`config.mk`:
```
export PLATFORM = sky130hd
export DESIGN_NAME = acs_dev_flat
export DESIGN_NICKNAME = d
export VERILOG_FILES = /design/src/design/acs_pkg.sv /design/src/design/acs_link_if.sv /design/src/design/acs_dev.sv /design/src/flat_wrapper.sv
export SDC_FILE = /design/constraint.sdc
export NUM_CORES = 1
export LEC_CHECK = 0
export ABC_AREA = 1
export BUFFER_PORTS_ARGS = -buffer_cell sky130_fd_sc_hd__buf_4
export CAP_MARGIN = 20
export CORE_MARGIN = 1.5
export CORE_UTILIZATION = 45
export CTS_CLUSTER_SIZE = 20
export DETAILED_ROUTE_END_ITERATION = 12
export GPL_TIMING_DRIVEN = 0
export MAX_ROUTING_LAYER = met4
export PLACE_DENSITY_LB_ADDON = 0.15
export SYNTH_ARGS = -nofsm -noshare
export SYNTH_HDL_FRONTEND = slang
export SYNTH_SLANG_ARGS = --single-unit
```
`constraint.sdc`:
```
create_clock -name core_clk -period 2.1 [get_ports core_clk]
set_clock_uncertainty 0.15 [all_clocks]
set_input_delay 0.21 -clock core_clk [delete_from_list [all_inputs] [get_ports core_clk]]
set_output_delay 0.21 -clock core_clk [all_outputs]
set_load 0.03 [all_outputs]
```
`src/design/acs_pkg.sv`:
```
package acs_pkg;
  // ---------------------------------------------------------------------------
  // Frame layout.
  // ---------------------------------------------------------------------------
  localparam int FRAME_BITS    = 16;       // Serial clocks in one frame.
  localparam int BIT_WRITE     = 15;       // Write bit position.
  localparam int BIT_ZERO      = 14;       // Zero bit position.
  localparam int BIT_REGSEL    = 13;       // Register select position.
  localparam int BIT_CHAN      = 10;       // Channel address position.
  localparam int BIT_INCFG_HI  = 9;        // Input configuration high bit.
  localparam int BIT_PM_HI     = 7;        // Power mode high bit.
  localparam int BIT_CODING    = 5;        // Output coding bit.
  localparam int BIT_REF       = 4;        // Reference select bit.
  localparam int BIT_SEQ_HI    = 3;        // Sequencer control high bit.
  localparam int BIT_R0_HI     = 12;       // Channel 0 range code high bit.
  localparam int BIT_R1_HI     = 8;        // Channel 1 range code high bit.
  localparam int CTL_LOAD_RISE = 15;       // Control loads on this rising edge.
  localparam int RNG_LOAD_FALL = 11;       // Range loads on this falling edge.

  // ---------------------------------------------------------------------------
  // Codes and reset values.
  // ---------------------------------------------------------------------------
  localparam logic [1:0] PM_NORMAL   = 2'h0;
  localparam logic [1:0] PM_STANDBY  = 2'h1;
  localparam logic [1:0] PM_AUTOSHDN = 2'h2;
  localparam logic [1:0] PM_FULLSHDN = 2'h3;
  localparam logic [1:0] CFG_SINGLE  = 2'h0;
  localparam logic [1:0] CFG_PSEUDO  = 2'h1;
  localparam logic [1:0] CFG_DIFF    = 2'h2;
  localparam logic [1:0] CFG_ILLEGAL = 2'h3;
  localparam logic [1:0] SEQ_ON      = 2'h2;
  localparam logic [1:0] RANGE_10V   = 2'h0;
  localparam logic [1:0] RANGE_5V    = 2'h1;
  localparam logic [1:0] RANGE_2V5   = 2'h2;
  localparam logic [1:0] RANGE_UNI   = 2'h3;
  localparam logic [5:0] RANGE_RST   = 6'h00;
  localparam logic [11:0] CTL_RST    = 12'h000;

  // ---------------------------------------------------------------------------
  // Host register map.
  // ---------------------------------------------------------------------------
  localparam logic [3:0] HOST_FRAME  = 4'h0;  // Write: send frame; read: last frame.
  localparam logic [3:0] HOST_STATUS = 4'h4;  // Read: bit 0 busy, bit 1 done.
  localparam logic [3:0] HOST_DIV    = 4'h8;  // Serial clock half period minus one, in core cycles.
  localparam logic [7:0] DIV_RST     = 8'h04;
  localparam int REF_WAIT_US = 500;           // Reference buffer settling time.
  localparam int CLK_MHZ     = 50;

  typedef enum logic [2:0] {
    ACS_IDLE  = 3'b001,
    ACS_SHIFT = 3'b010,
    ACS_GAP   = 3'b100
  } acs_hstate_t;

  // Builds a range-write frame from two channel codes.
  function automatic logic [15:0] acs_range_frame(input logic [1:0] c0, input logic [1:0] c1);
    acs_range_frame = {1'b1, 1'b0, 1'b1, c0, 2'h0, c1, 7'h00};
  endfunction
endpackage

```
`src/design/acs_link_if.sv`:
```
`timescale 1ns/1ps
// Serial link between controller and converter configuration logic.
interface acs_link_if;
  logic cs_n;   // Frame select, active low.
  logic sclk;   // Serial clock, made by the host.
  logic din;    // Serial data toward the device.
  modport host (output cs_n, output sclk, output din);
  modport dev  (input cs_n, input sclk, input din);
endinterface

```
`src/design/acs_dev.sv`:
```
// Local design decisions: the strobed register port and the address map.
`timescale 1ns/1ps
// Summary of operation
// Mode 11: full shutdown, registers kept
// Mode 10: autoshutdown at 15th rising edge
// Mode 01: autostandby at 15th edge, reference on
// Mode 00: everything powered always
// Sequencer 0x or 11: convert addressed channel
// Sequencer 10: channel 0 up to address
// Sequenced channels use their latest range
// Host idles data or write zero
// Host clears sequencer bits to stop
// Range register: six bits, two codes
// Range written when write and select set
// Selected channel gets its stored range
// Range codes: 10V, 5V, 2.5V, unipolar
// Both ranges reset to plus/minus 10V
// Reference bit one selects internal reference
// Reference bit resets to external
// Host discards first internal-reference result
// Host waits 500 us after reference enable; the host only counts it down in status bit 3 and does not hold frames
// Decode write, zero, select; write zero ignored; the code does not check the zero bit
// Range captured on 11th falling edge
// Address picks next or final channel
// Input configurations 00, 01, 10; 11 illegal
// Range frame layout: code, 00, code, zeros
module acs_dev
  import acs_pkg::*;
(
  input  wire logic       core_clk,
  input  wire logic       arst_n,
  acs_link_if.dev         link,
  output logic [11:0]     ctl_word,        // Stored control register.
  output logic [5:0]      range_word,      // Stored range register.
  output logic            conv_chan,       // Channel of the current conversion.
  output logic [1:0]      conv_range,      // Range code applied to it.
  output logic [2:0]      range_onehot_10, // One-hot decode: 10V, 5V, 2.5V.
  output logic            range_unipolar,  // Unipolar 0 to 10 V selected.
  output logic            in_pos_sel,      // Positive input: 0 or 1.
  output logic            in_neg_gnd,      // Negative input is analog ground.
  output logic            cfg_illegal,     // Input configuration 11 stored.
  output logic            ref_internal,    // Internal reference in use.
  output logic            ref_powered,     // Reference circuitry powered.
  output logic            core_powered,    // Converter core powered.
  output logic            coding_binary    // Straight binary output coding.
);
  // ---------------------------------------------------------------------------
  // Pin synchronisers.
  // ---------------------------------------------------------------------------
  logic [2:0] s1_r;   // First stage, read only by the second.
  logic [2:0] s2_r;   // Second stage: cs_n, sclk, din.
  logic       sclk_d_r; // Previous synchronised clock level.
  logic       cs_d_r;   // Previous synchronised select level.

  // Two flops per pin since the link is asynchronous to core_clk.
  always_ff @(posedge core_clk or negedge arst_n) begin
    if (!arst_n) begin
      s1_r     <= 3'h7;
      s2_r     <= 3'h7;
      sclk_d_r <= 1'b1;
      cs_d_r   <= 1'b1;
    end else begin
      s1_r     <= {link.cs_n, link.sclk, link.din};
      s2_r     <= s1_r;
      sclk_d_r <= s2_r[1];
      cs_d_r   <= s2_r[2];
    end
  end

  logic cs_n_s, din_s, rise, fall, cs_rise, cs_fall;
  assign cs_n_s  = s2_r[2];
  assign din_s   = s2_r[0];
  assign rise    = !cs_n_s && s2_r[1] && !sclk_d_r;
  assign fall    = !cs_n_s && !s2_r[1] && sclk_d_r;
  assign cs_rise = cs_n_s && !cs_d_r;
  assign cs_fall = !cs_n_s && cs_d_r;

  // ---------------------------------------------------------------------------
  // Frame shifter.
  // ---------------------------------------------------------------------------
  logic [15:0] shift_r;   // Bits taken so far, newest in bit 0.
  logic [4:0]  nfall_r;   // Falling edges counted in this frame.
  logic [4:0]  nrise_r;   // Rising edges counted in this frame.

  // Data is taken on the falling serial clock edge; counts restart per frame.
  always_ff @(posedge core_clk or negedge arst_n) begin
    if (!arst_n) begin
      shift_r <= 16'h0000;
      nfall_r <= 5'h00;
      nrise_r <= 5'h00;
    end else if (cs_fall) begin
      shift_r <= 16'h0000;
      nfall_r <= 5'h00;
      nrise_r <= 5'h00;
    end else begin
      if (fall && nfall_r < 5'(FRAME_BITS)) begin
        shift_r <= {shift_r[14:0], din_s};
        nfall_r <= nfall_r + 5'h01;
      end
      if (rise && nrise_r < 5'(FRAME_BITS)) begin
        nrise_r <= nrise_r + 5'h01;
      end
    end
  end

  // Header bits sit at the top of the cnt bits taken so far; pos picks the frame bit.
  function automatic logic hdr_bit(input logic [15:0] sh, input int cnt, input int pos);
    hdr_bit = sh[cnt - 1 - (FRAME_BITS - 1 - pos)];
  endfunction

  // ---------------------------------------------------------------------------
  // Register loads.
  // ---------------------------------------------------------------------------
  logic rng_load, ctl_load;
  // Range: the 11th falling edge takes in bit 5; write and select must be 1.
  assign rng_load = fall && (nfall_r == 5'(RNG_LOAD_FALL - 1))
                    && hdr_bit({shift_r[14:0], din_s}, RNG_LOAD_FALL, BIT_WRITE)
                    && hdr_bit({shift_r[14:0], din_s}, RNG_LOAD_FALL, BIT_REGSEL);
  // Control: loaded on the 15th rising edge with write 1 and select 0; fifteen bits are in.
  assign ctl_load = rise && (nrise_r == 5'(CTL_LOAD_RISE - 1))
                    && (nfall_r == 5'(CTL_LOAD_RISE))
                    && hdr_bit(shift_r, CTL_LOAD_RISE, BIT_WRITE)
                    && !hdr_bit(shift_r, CTL_LOAD_RISE, BIT_REGSEL);

  logic [5:0]  range_r;   // Write-only range register, {ch0 code, 00, ch1 code}.
  logic [11:0] ctl_r;     // Control bits 11..0 of the frame.

  // Range codes default to plus/minus 10 V until written.
  always_ff @(posedge core_clk or negedge arst_n) begin
    if (!arst_n) begin
      range_r <= RANGE_RST;
    end else if (rng_load) begin
      // Ten bits sit in the shifter here; the codes are frame bits 12 down to 7.
      range_r <= shift_r[6:1];
    end
  end

  // Control contents survive every power mode; only a write changes them.
  always_ff @(posedge core_clk or negedge arst_n) begin
    if (!arst_n) begin
      ctl_r <= CTL_RST;
    end else if (ctl_load) begin
      // Frame bit 0 has not arrived yet; it is always zero, so it is stored as zero.
      ctl_r <= {shift_r[10:0], 1'b0};
    end
  end

  // ---------------------------------------------------------------------------
  // Power modes.
  // ---------------------------------------------------------------------------
  logic [1:0] pm;
  logic       asleep_r;   // Automatic mode asleep after the 15th rising edge.
  assign pm = ctl_r[BIT_PM_HI -: 2];

  // Auto modes sleep from the 15th rising edge and wake at the frame's end.
  always_ff @(posedge core_clk or negedge arst_n) begin
    if (!arst_n) begin
      asleep_r <= 1'b0;
    end else if (cs_rise) begin
      asleep_r <= 1'b0;
    end else if (rise && nrise_r == 5'(CTL_LOAD_RISE - 1)) begin
      asleep_r <= 1'b1;
    end
  end

  // Power state follows the stored mode; auto modes also follow the sleep flag.
  always_comb begin
    case (pm)
      PM_FULLSHDN: begin
        core_powered = 1'b0;
        ref_powered  = 1'b0;
      end
      PM_AUTOSHDN: begin
        core_powered = !asleep_r;
        ref_powered  = !asleep_r;
      end
      PM_STANDBY: begin
        core_powered = !asleep_r;
        ref_powered  = 1'b1;
      end
      default: begin
        core_powered = 1'b1;
        ref_powered  = 1'b1;
      end
    endcase
  end

  // ---------------------------------------------------------------------------
  // Channel sequencer.
  // ---------------------------------------------------------------------------
  logic seq_on, chan_r;
  logic seq_run_r;   // Sequencer was already on at the previous frame start.
  assign seq_on = (ctl_r[BIT_SEQ_HI -: 2] == SEQ_ON);

  // Sequence starts at channel 0, steps to the address bit, then wraps.
  always_ff @(posedge core_clk or negedge arst_n) begin
    if (!arst_n) begin
      chan_r    <= 1'b0;
      seq_run_r <= 1'b0;
    end else if (cs_fall) begin
      seq_run_r <= seq_on;
      if (!seq_on) begin
        chan_r <= ctl_r[BIT_CHAN];
      end else if (!seq_run_r || chan_r == ctl_r[BIT_CHAN] || !core_powered) begin
        chan_r <= 1'b0;
      end else begin
        chan_r <= chan_r + 1'b1;
      end
    end
  end

  // ---------------------------------------------------------------------------
  // Outputs.
  // ---------------------------------------------------------------------------
  logic [1:0] cfg;
  assign cfg = ctl_r[BIT_INCFG_HI -: 2];

  // Stored range follows the channel in use, sequenced or not.
  assign conv_range     = conv_chan ? range_word[1:0] : range_word[5:4];
  assign range_onehot_10 = {conv_range == RANGE_2V5, conv_range == RANGE_5V,
                            conv_range == RANGE_10V};
  assign range_unipolar = (conv_range == RANGE_UNI);
  assign cfg_illegal    = (cfg == CFG_ILLEGAL);
  assign in_neg_gnd     = (cfg == CFG_SINGLE);
  assign in_pos_sel     = (cfg == CFG_SINGLE) ? conv_chan : 1'b0;
  assign ref_internal   = ctl_r[BIT_REF];
  assign coding_binary  = ctl_r[BIT_CODING];
  assign ctl_word       = ctl_r;
  assign range_word     = range_r;
  assign conv_chan      = chan_r;
endmodule

```
`src/flat_wrapper.sv`:
```
// flat-port wrapper written by rule: the top's interface ports become plain ports
module acs_dev_flat import acs_pkg::*;
  (core_clk, arst_n, ctl_word, range_word, conv_chan, conv_range, range_onehot_10, range_unipolar, in_pos_sel, in_neg_gnd, cfg_illegal, ref_internal, ref_powered, core_powered, coding_binary, link_cs_n, link_sclk, link_din);
  acs_link_if link_i ();
  input  wire logic core_clk;
  input  wire logic arst_n;
  output logic [11:0] ctl_word;
  output logic [5:0] range_word;
  output logic conv_chan;
  output logic [1:0] conv_range;
  output logic [2:0] range_onehot_10;
  output logic range_unipolar;
  output logic in_pos_sel;
  output logic in_neg_gnd;
  output logic cfg_illegal;
  output logic ref_internal;
  output logic ref_powered;
  output logic core_powered;
  output logic coding_binary;
  input wire logic [$bits(link_i.cs_n)-1:0] link_cs_n;
  input wire logic [$bits(link_i.sclk)-1:0] link_sclk;
  input wire logic [$bits(link_i.din)-1:0] link_din;
  assign link_i.cs_n = link_cs_n;
  assign link_i.sclk = link_sclk;
  assign link_i.din = link_din;
  acs_dev u_core (.core_clk(core_clk), .arst_n(arst_n), .link(link_i), .ctl_word(ctl_word), .range_word(range_word), .conv_chan(conv_chan), .conv_range(conv_range), .range_onehot_10(range_onehot_10), .range_unipolar(range_unipolar), .in_pos_sel(in_pos_sel), .in_neg_gnd(in_neg_gnd), .cfg_illegal(cfg_illegal), .ref_internal(ref_internal), .ref_powered(ref_powered), .core_powered(core_powered), .coding_binary(coding_binary));
endmodule
```
==> results, run 1 <==
- The run finished with clean final reports.
- The most frequent cell on the critical path is inv_2.
- The fraction of post-synthesis cell area in the top cell type by area is 46.01%.
- By area the synthesized netlist is led by dfrtp_1 (46%), nand2_1 (11%), dfstp_2 (8.6%).
- Clock latency on the worst-skew pair, taken at its later pin, is 310 ps.
- The largest vdd supply drop is 327.1 uV.
- The fraction of layout instances using a drive strength above 1 is 27.36%.
- After layout, the design draws a total of 1795 uW.
- The total clock sinks is 53.
- The floorplan step defined a die boundary enclosing 0.005890 mm2.
- The element type at the critical path start is a flip-flop.
- The initial antenna violation count is 0.
- The cell area that synthesis handed to floorplanning was 0.002447 mm2.
- The switching part of the total power is 23.39%.
- The clock tree from TritonCTS is built.
- The tightest min-delay check is of the reg2reg type.
- The clock-pin transition on the worst setup and hold timing paths is 90 ps.
- Traced cell by cell, the critical path runs through inv_2 -> or2_1 -> o21ai_0 -> inv_2 -> nor2_1 -> buf_4.
- Counting both buffers and inverters, the worst setup path holds a total of 3.
- The clock network is responsible for 35.3% of the overall power.
- The library cell with the largest summed area after synthesis is dfrtp_1.
- At the placement stage, the worst setup path has a slack of 259.3 ps.
- The area growth from synthesis to layout is 20.09%.
- STA classifies the critical path endpoint as an output port.
- Per report_power, the combinational group accounts for 5.7% of the total.
- The port buffer count is 35.
- The number of enable-type register cells in the synthesized netlist is 0.
- In the synthesized netlist, the cells that appear most often are nand2_1 (69), dfrtp_1 (45), inv_1 (25).
- The highest clock rate is 509.5 MHz.
- The netlist uses 26 different library cells.
- From bottom edge to top edge, the die measures 76.75 um.
- The initial cell density of the core is 47.31%.
- After global routing the overflow that remains totals 0.
- The cell family contributing the most delay on the critical path is flip-flops.
- When the netlist entered floorplanning its net count stood at 283.
- CTS placed an instance of clkbuf_8 at the clock tree root.
- Counting the fill cells in the layout gives 491.
- The average via count per standard cell is 4.802.
- The number of remaining DRC errors is 0.
- The sum of net half-perimeters after detailed placement is 3481 um.
- The count of state elements after synthesis is 53.
- By startpoint and endpoint, the worst setup path is classified as reg2out.
- The maximum root-to-sink buffer count is 2.
- The final layout contains routed wiring with a total length of 4826 um.
- The total I/O pin count is 37.
- The length of the first detailed-routing pass in iterations is 6.
- The most frequently used cell type in the post-synthesis netlist is nand2_1.
- The width of the die is 76.75 um.
- The number of failing hold endpoints at the final stage was 0.
- The global-route wire length before repair is 8631 um.
- STA puts the critical path data arrival time at 1600 ps.
- The routed layout has 1863 vias.
- Setup violations remaining at the end of the flow were counted as 0.
- Setup repair after global routing left no endpoint under its margin.
- The number of global-route vias before repair is 1832.
- Cell internal power was estimated by the tool at 1375 uW.
- The number of H-tree branching levels is 2.
- The placer congestion estimate is 0.8359.
- The area of the multi-input gates is 894.6 um2.
- The final layout net count is 329.
- The hold buffer count at cts is 4.
- Summed over all nets, the switching power comes to 419.7 uW.
- The initial detailed-routing violation count is 109.
- The total routing resource utilization after global routing is 19.15%.
- The number of synthesis warnings is 0.
- Of the available clock period, the critical path in the final layout requires 93.46%.
- The power per standard cell area is 610.7 mW/mm2.
- The placeable core region is 0.005172 mm2.
- Setup slack closes at 137.4 ps.
- The reported max-cap violation count is 0.
- At the pin with the least slew margin, the transition time is 640.3 ps.
- In this run the remaining antenna-violating nets after routing total 0.
- The number of slew-limit violations in the final report came to 0.
- The floorplan row count is 26.
- The worst pin sits at a relative slew slack of 57.31%.
- The average instance area after synthesis is 9.031 um2.
- The number of setup buffers added after CTS is 0.
- The count of mapped cells out of synthesis is 271.
- The share of synthesized flip-flops with an asynchronous set or reset is 100.0%.
- The antenna diode count is 0.
- Of the total power, registers draw 59.0%.
- Gates resized during post-CTS repair numbered 0.
- The largest stage delay on the critical path is 490 ps.
- The predominant post-synthesis flop cell is dfrtp_1.
- The total leakage power is 0.001526 uW.
- The slowest stage of the critical path is the dfrtp_1 cell.
- The routed length per instance is 12.44 um.
- The sequential cell area in the final layout is 0.001336 mm2.
- Data on the critical path is required at its endpoint by 1740 ps.
- The final period demand of the worst path is 1963 ps.
- For this run, the register share of the synthesized area comes to 54.60%.
- The largest net degree at the start of global routing is 54.
- In this run the worst path has a maximum fanout of 6.
- Counting the buffers created by CTS gives 5.
- The final core utilization is 56.82%.
- The aggregate negative setup slack is 0 ps.
-- layout make-up --
| type | instances | share of cell area [%] |
|---|---|---|
| Sequential cell | 53 | 45.47 |
| Timing Repair Buffer | 39 | 10.30 |
| Clock buffer | 7 | 3.278 |
| Inverter | 32 | 4.087 |
| Buffer | 13 | 3.278 |
| Multi-Input combinational cell | 173 | 30.44 |
| Tap cell | 70 | 2.980 |
| Clock inverter | 1 | 0.1703 |
-- stage by stage --
| stage | instance area (um2) | std cells | hold WS, ps |
|---|---|---|---|
| final | 2939 | 388 | 207.7 |
| after global routing | 2939 | 388 | 216.6 |
| after CTS | 2939 | 388 | 211.3 |
| after detailed placement | 2798 | 376 | 144.4 |
| after global placement | 2798 | 376 | 141.5 |
| after floorplan | 2447 | 271 | -235.6 |
-- cells in the final DEF, fill, tap and decap left out, types with 2 or more instances in the layout --
cell type / count
nand3_1: 22
nor2_1: 19
buf_4: 40
nand4_1: 14
dfrtp_1: 45
buf_2: 5
nor2_4: 3
o21ai_2: 7
o21ai_1: 4
inv_1: 25
or2_1: 2
nand2_1: 69
nand2_2: 3
a21oi_1: 4
nand3_2: 2
dfstp_2: 8
inv_2: 7
dlygate4sd3_1: 4
ha_1: 7
buf_6: 3
clkbuf_8: 7
o21ai_0: 11
-- cells by family (layout without fill, tap and decap cells) --
family                     count (synthesis)  after routing  synth area share (%)
xor gates and xnor gates                   1              1                0.3579
AOI/OAI and AO/OA                         26             26                 6.391
DFF                                       53             53                 54.60
other                                      1              1                0.1532
buffers and inverters                     45             92                 8.845
and+or+nand+nor                          138            138                 26.07
adders and majority gates                  7              7                 3.579
-- power by group through the flow --
stage	Combinational [uW]	Clock [uW]	Sequential, uW
6_report	102	634	1060
5_1_grt	120	701	1060
4_1_cts	105	645	1060
3_5_place_dp	99.5	0	1080
3_3_place_gp	97.8	0	1080
2_1_floorplan	58.1	0	1080
-- flip-flops by register name, summed over array words and instances, names as in the netlist --
name and count:
u_core.s2_r 3, u_core.nrise_r 5, u_core.conv_chan 1, u_core.ctl_word 11, u_core.nfall_r 5, u_core.shift_r 15
u_core.range_word 6, u_core.cs_d_r 1, u_core.s1_r 3, u_core.asleep_r 1, u_core.seq_run_r 1, u_core.sclk_d_r 1
-- final timing paths --
path / start / end / slack [ps] / cells after the start
setup / recovery: u_core.conv_chan$_DFFE_PN0P_ / range_onehot_10[1] / 140 / 6
hold / removal: u_core.s1_r[2]$_DFF_PN1_ / u_core.s2_r[2]$_DFF_PN1_ / 210 / 0
setup reg to reg: u_core.nfall_r[1]$_DFFE_PN0P_ / u_core.ctl_word[9]$_DFFE_PN0P_ / 260 / 9
hold reg to reg: u_core.s1_r[2]$_DFF_PN1_ / u_core.s2_r[2]$_DFF_PN1_ / 210 / 0
max in group asynchronous: arst_n / u_core.range_word[1]$_DFFE_PN0P_ / 1060 / 2
min in group asynchronous: arst_n / u_core.nrise_r[1]$_DFFE_PN0P_ / 320 / 2
-- metal layers --
metal  vias up  global-route usage [%]  part of all wire [%]
met5         -                       -                     0
met4         0                   5.370                   1.2
met3         5                   4.881                   3.8
met2        38                   29.56                    48
met1       867                   25.06                    47
li1        953                       -                     -
Note: power is estimated with default switching activity, not from simulation.
==> run 2: changes to the inputs <==
Settings changed: CORE_UTILIZATION 45 to 50.
==> results, run 2 (same netlist as run 1, synthesis figures left out) <==
- The flow ran to the end, and the final reports show no timing, DRC or antenna violations.
- The reported max-cap violation count was 0 (unchanged).
- The width of the die is 72.96 um (-4.9%).
- The maximum root-to-sink buffer count was 2 (unchanged).
- The signal on the critical path passes through inv_2 -> or2_1 -> o21ai_0 -> inv_2 -> nor2_1 -> buf_4.
- The switching part of the total power is 21.71% (-1.7 points).
- The placer congestion estimate came to 0.7795 (-6.7%).
- The initial cell density of the core is 51.81% (+4.5 points).
- The clock latency on the worst-skew pair is 310 ps (about the same).
- The area of the die is 0.005323 mm2 (-9.6%).
- The total I/O pin count was 37 (unchanged).
- The element type at the critical path start is a flip-flop.
- The global-route wire length before repair was 7886 um (-8.6%).
- The floorplan row count is 25 (-3.8%).
- The port buffer count is 35 (unchanged).
- The clock tree from TritonCTS is built.
- The post-detailed-placement cell area came to 0.002794 mm2 (-0.13%).
- The slew at the pin with the worst max-slew slack came to 641.4 ps (+1.119 ps).
- The number of H-tree branching levels is 2 (unchanged).
- The aggregate negative setup slack came to 0 ps (unchanged).
- The total routing resource utilization after global routing is 19.97% (+0.82 points).
- The sum of net half-perimeters after detailed placement came to 3260 um (-6.3%).
- The sequential share of power is 56.6% (-2.4 points).
- The overall die height is 72.96 um (-4.9%).
- The critical path starts at u_core.conv_chan$_DFFE_PN0P_.
- The antenna diode count is 0 (unchanged).
- The vias after detailed routing is 1874 (+0.59%).
- The post-route clock period utilization is 92.26% (-1.2 points).
- The clock-pin transition on the worst setup and hold timing paths is 90 ps (about the same).
- The element type at the critical path end is an output port.
- The register with the most flip-flops is u_core.shift_r.
- The final non-filler cell area is 0.002954 mm2 (+0.51%).
- The final setup violation count is 0 (unchanged).
- The number of setup buffers added after CTS is 0 (unchanged).
- The number of buffers inserted during clock tree synthesis is 5 (unchanged).
- The launching point of the worst reg2reg path is u_core.nfall_r[1]$_DFFE_PN0P_.
- The total grt overflow was 0 (unchanged).
- The initial antenna violation count is 0 (unchanged).
- The number of global-route vias before repair was 1709 (-6.7%).
- Clock tree synthesis selected as its root buffer the cell clkbuf_8.
- The count of cells along the worst register-to-register path is 9 (unchanged).
- The most frequent standard cell in the layout excluding fill and tap cells is nand2_1.
- The hold buffer count at cts is 4 (unchanged).
- The total wirelength of the detailed-routed design is 4515 um (-6.4%).
- The top cell types in the final layout, fill and taps aside, are nand2_1 (69), dfrtp_1 (45), buf_4 (40).
- The largest net degree at the start of global routing came to 54 (unchanged).
- The total clock sinks is 53 (unchanged).
- The share of power burned in the clock network is 37.9% (+2.6 points).
- The worst slew margin relative to its limit is 57.24% (-0.075 points).
- The area growth from synthesis to layout is 20.71%.
- The total leakage power is 0.001529 uW (+0.21%).
- The total power of the final layout was 1870 uW (+4.2%).
- The largest vdd supply drop is 353.3 uV (+8.0%).
- The startpoint of the lowest-slack hold path is u_core.s1_r[2]$_DFF_PN1_.
- The fraction of layout instances using a drive strength above 1 is 27.36% (unchanged).
- The average via count per standard cell was 4.868 (+1.4%).
- The power per standard cell area is 632.9 mW/mm2 (+3.6%).
- The largest stage delay on the critical path is 490 ps (about the same).
- The final layout net count is 329 (unchanged).
- Setup repair after global routing left no endpoint under its margin.
- The number of flip-flops under the largest register name is 15 (unchanged).
- The length of the first detailed-routing pass in iterations is 4 (-2).
- The initial detailed-routing violation count came to 49 (-55%).
- The data arrival time of the critical path is 1580 ps (-20 ps).
- The routed length per instance is 11.73 um (-5.7%).
- The placeable core region was 0.004723 mm2 (-8.7%).
- The remaining antenna violation count is 0 (unchanged).
- The maximum fanout along the worst path came to 6 (unchanged).
- The number of failing hold endpoints at the final stage was 0 (unchanged).
- The number of instances on the worst hold path was 0 (unchanged).
- The final period demand of the worst path is 1937 ps (-25.07 ps).
- The logic gate share of total power was 5.5% (-0.2 points).
- The number of remaining DRC errors is 0 (unchanged).
- The highest clock rate is 516.1 MHz (+1.3%).
- The highest-delay cell along the critical path is dfrtp_1.
- The type of the worst min-delay path is reg2reg.
- The critical path required time was 1740 ps (about the same).
- The net switching component of the power is 405.9 uW (-3.3%).
- The setup path with the least slack is of type reg2out.
- The post-cts repair resize count is 0 (unchanged).
- The number of slew-limit violations in the final report is 0 (unchanged).
- The most frequent cell on the critical path is inv_2.
- The internal power summed over all cells is 1464 uW (+6.5%).
==> run 2: stage by stage <==
step           std cells  hold slack, ps  utilization [%]  worst slack, ps
5_1_grt              385           213.2            62.54            42.84
3_5_place_dp         373           131.6            59.15            259.0
3_3_place_gp         373           134.2            59.15            291.5
6_report             385           209.8            62.54            162.5
4_1_cts              385           211.2            62.54            148.3
2_1_floorplan        271          -235.6                -            176.2
==> run 2: cell type report <==
class / instances / area [um2]
fillers: 394 / 1769
flip-flops and latches: 53 / 1336
clock buffers: 6 / 82.58
well taps: 67 / 83.83
inverters: 32 / 120.1
multi-input cells: 173 / 894.6
clock inverters: 2 / 37.54
repair buffers: 39 / 302.8
plain buffers: 13 / 96.34
==> run 2: path summary, 6_finish.rpt <==
kind	endpoint	slack, ps
worst max-delay path	range_onehot_10[0]	160
worst min-delay path	u_core.s2_r[2]$_DFF_PN1_	210
worst max register to register	u_core.ctl_word[6]$_DFFE_PN0P_	240
worst min register to register	u_core.s2_r[2]$_DFF_PN1_	210
max in group asynchronous	u_core.ctl_word[9]$_DFFE_PN0P_	1060
min in group asynchronous	u_core.shift_r[12]$_DFFE_PN0P_	310
==> run 2: critical path: cells and delay by family (launching register included) <==
family / cells / cell delay (ps)
AO/OA/AOI/OAI: 1 / 150
buffers and inverters: 3 / 320
flip-flops: 1 / 490
AND/OR/NAND/NOR: 2 / 310
==> run 2: routing by layer <==
metal	track usage [%]	vias to the layer above	part of all wire (%)
met4	6.289	0	1.5
met1	27.05	886	50
met3	4.144	7	2.7
met5	-	-	0
met2	30.38	27	46
li1	-	954	-
==> run 2: power by group through the flow <==
| stage | sequential (uW) | combinational, uW | clock (uW) |
|---|---|---|---|
| after floorplan | 1080 | 58.1 | 0 |
| after global placement | 1080 | 96.8 | 0 |
| after detailed placement | 1080 | 98.3 | 0 |
| after CTS | 1060 | 105 | 732 |
| after global routing | 1060 | 119 | 767 |
| final | 1060 | 102 | 709 |
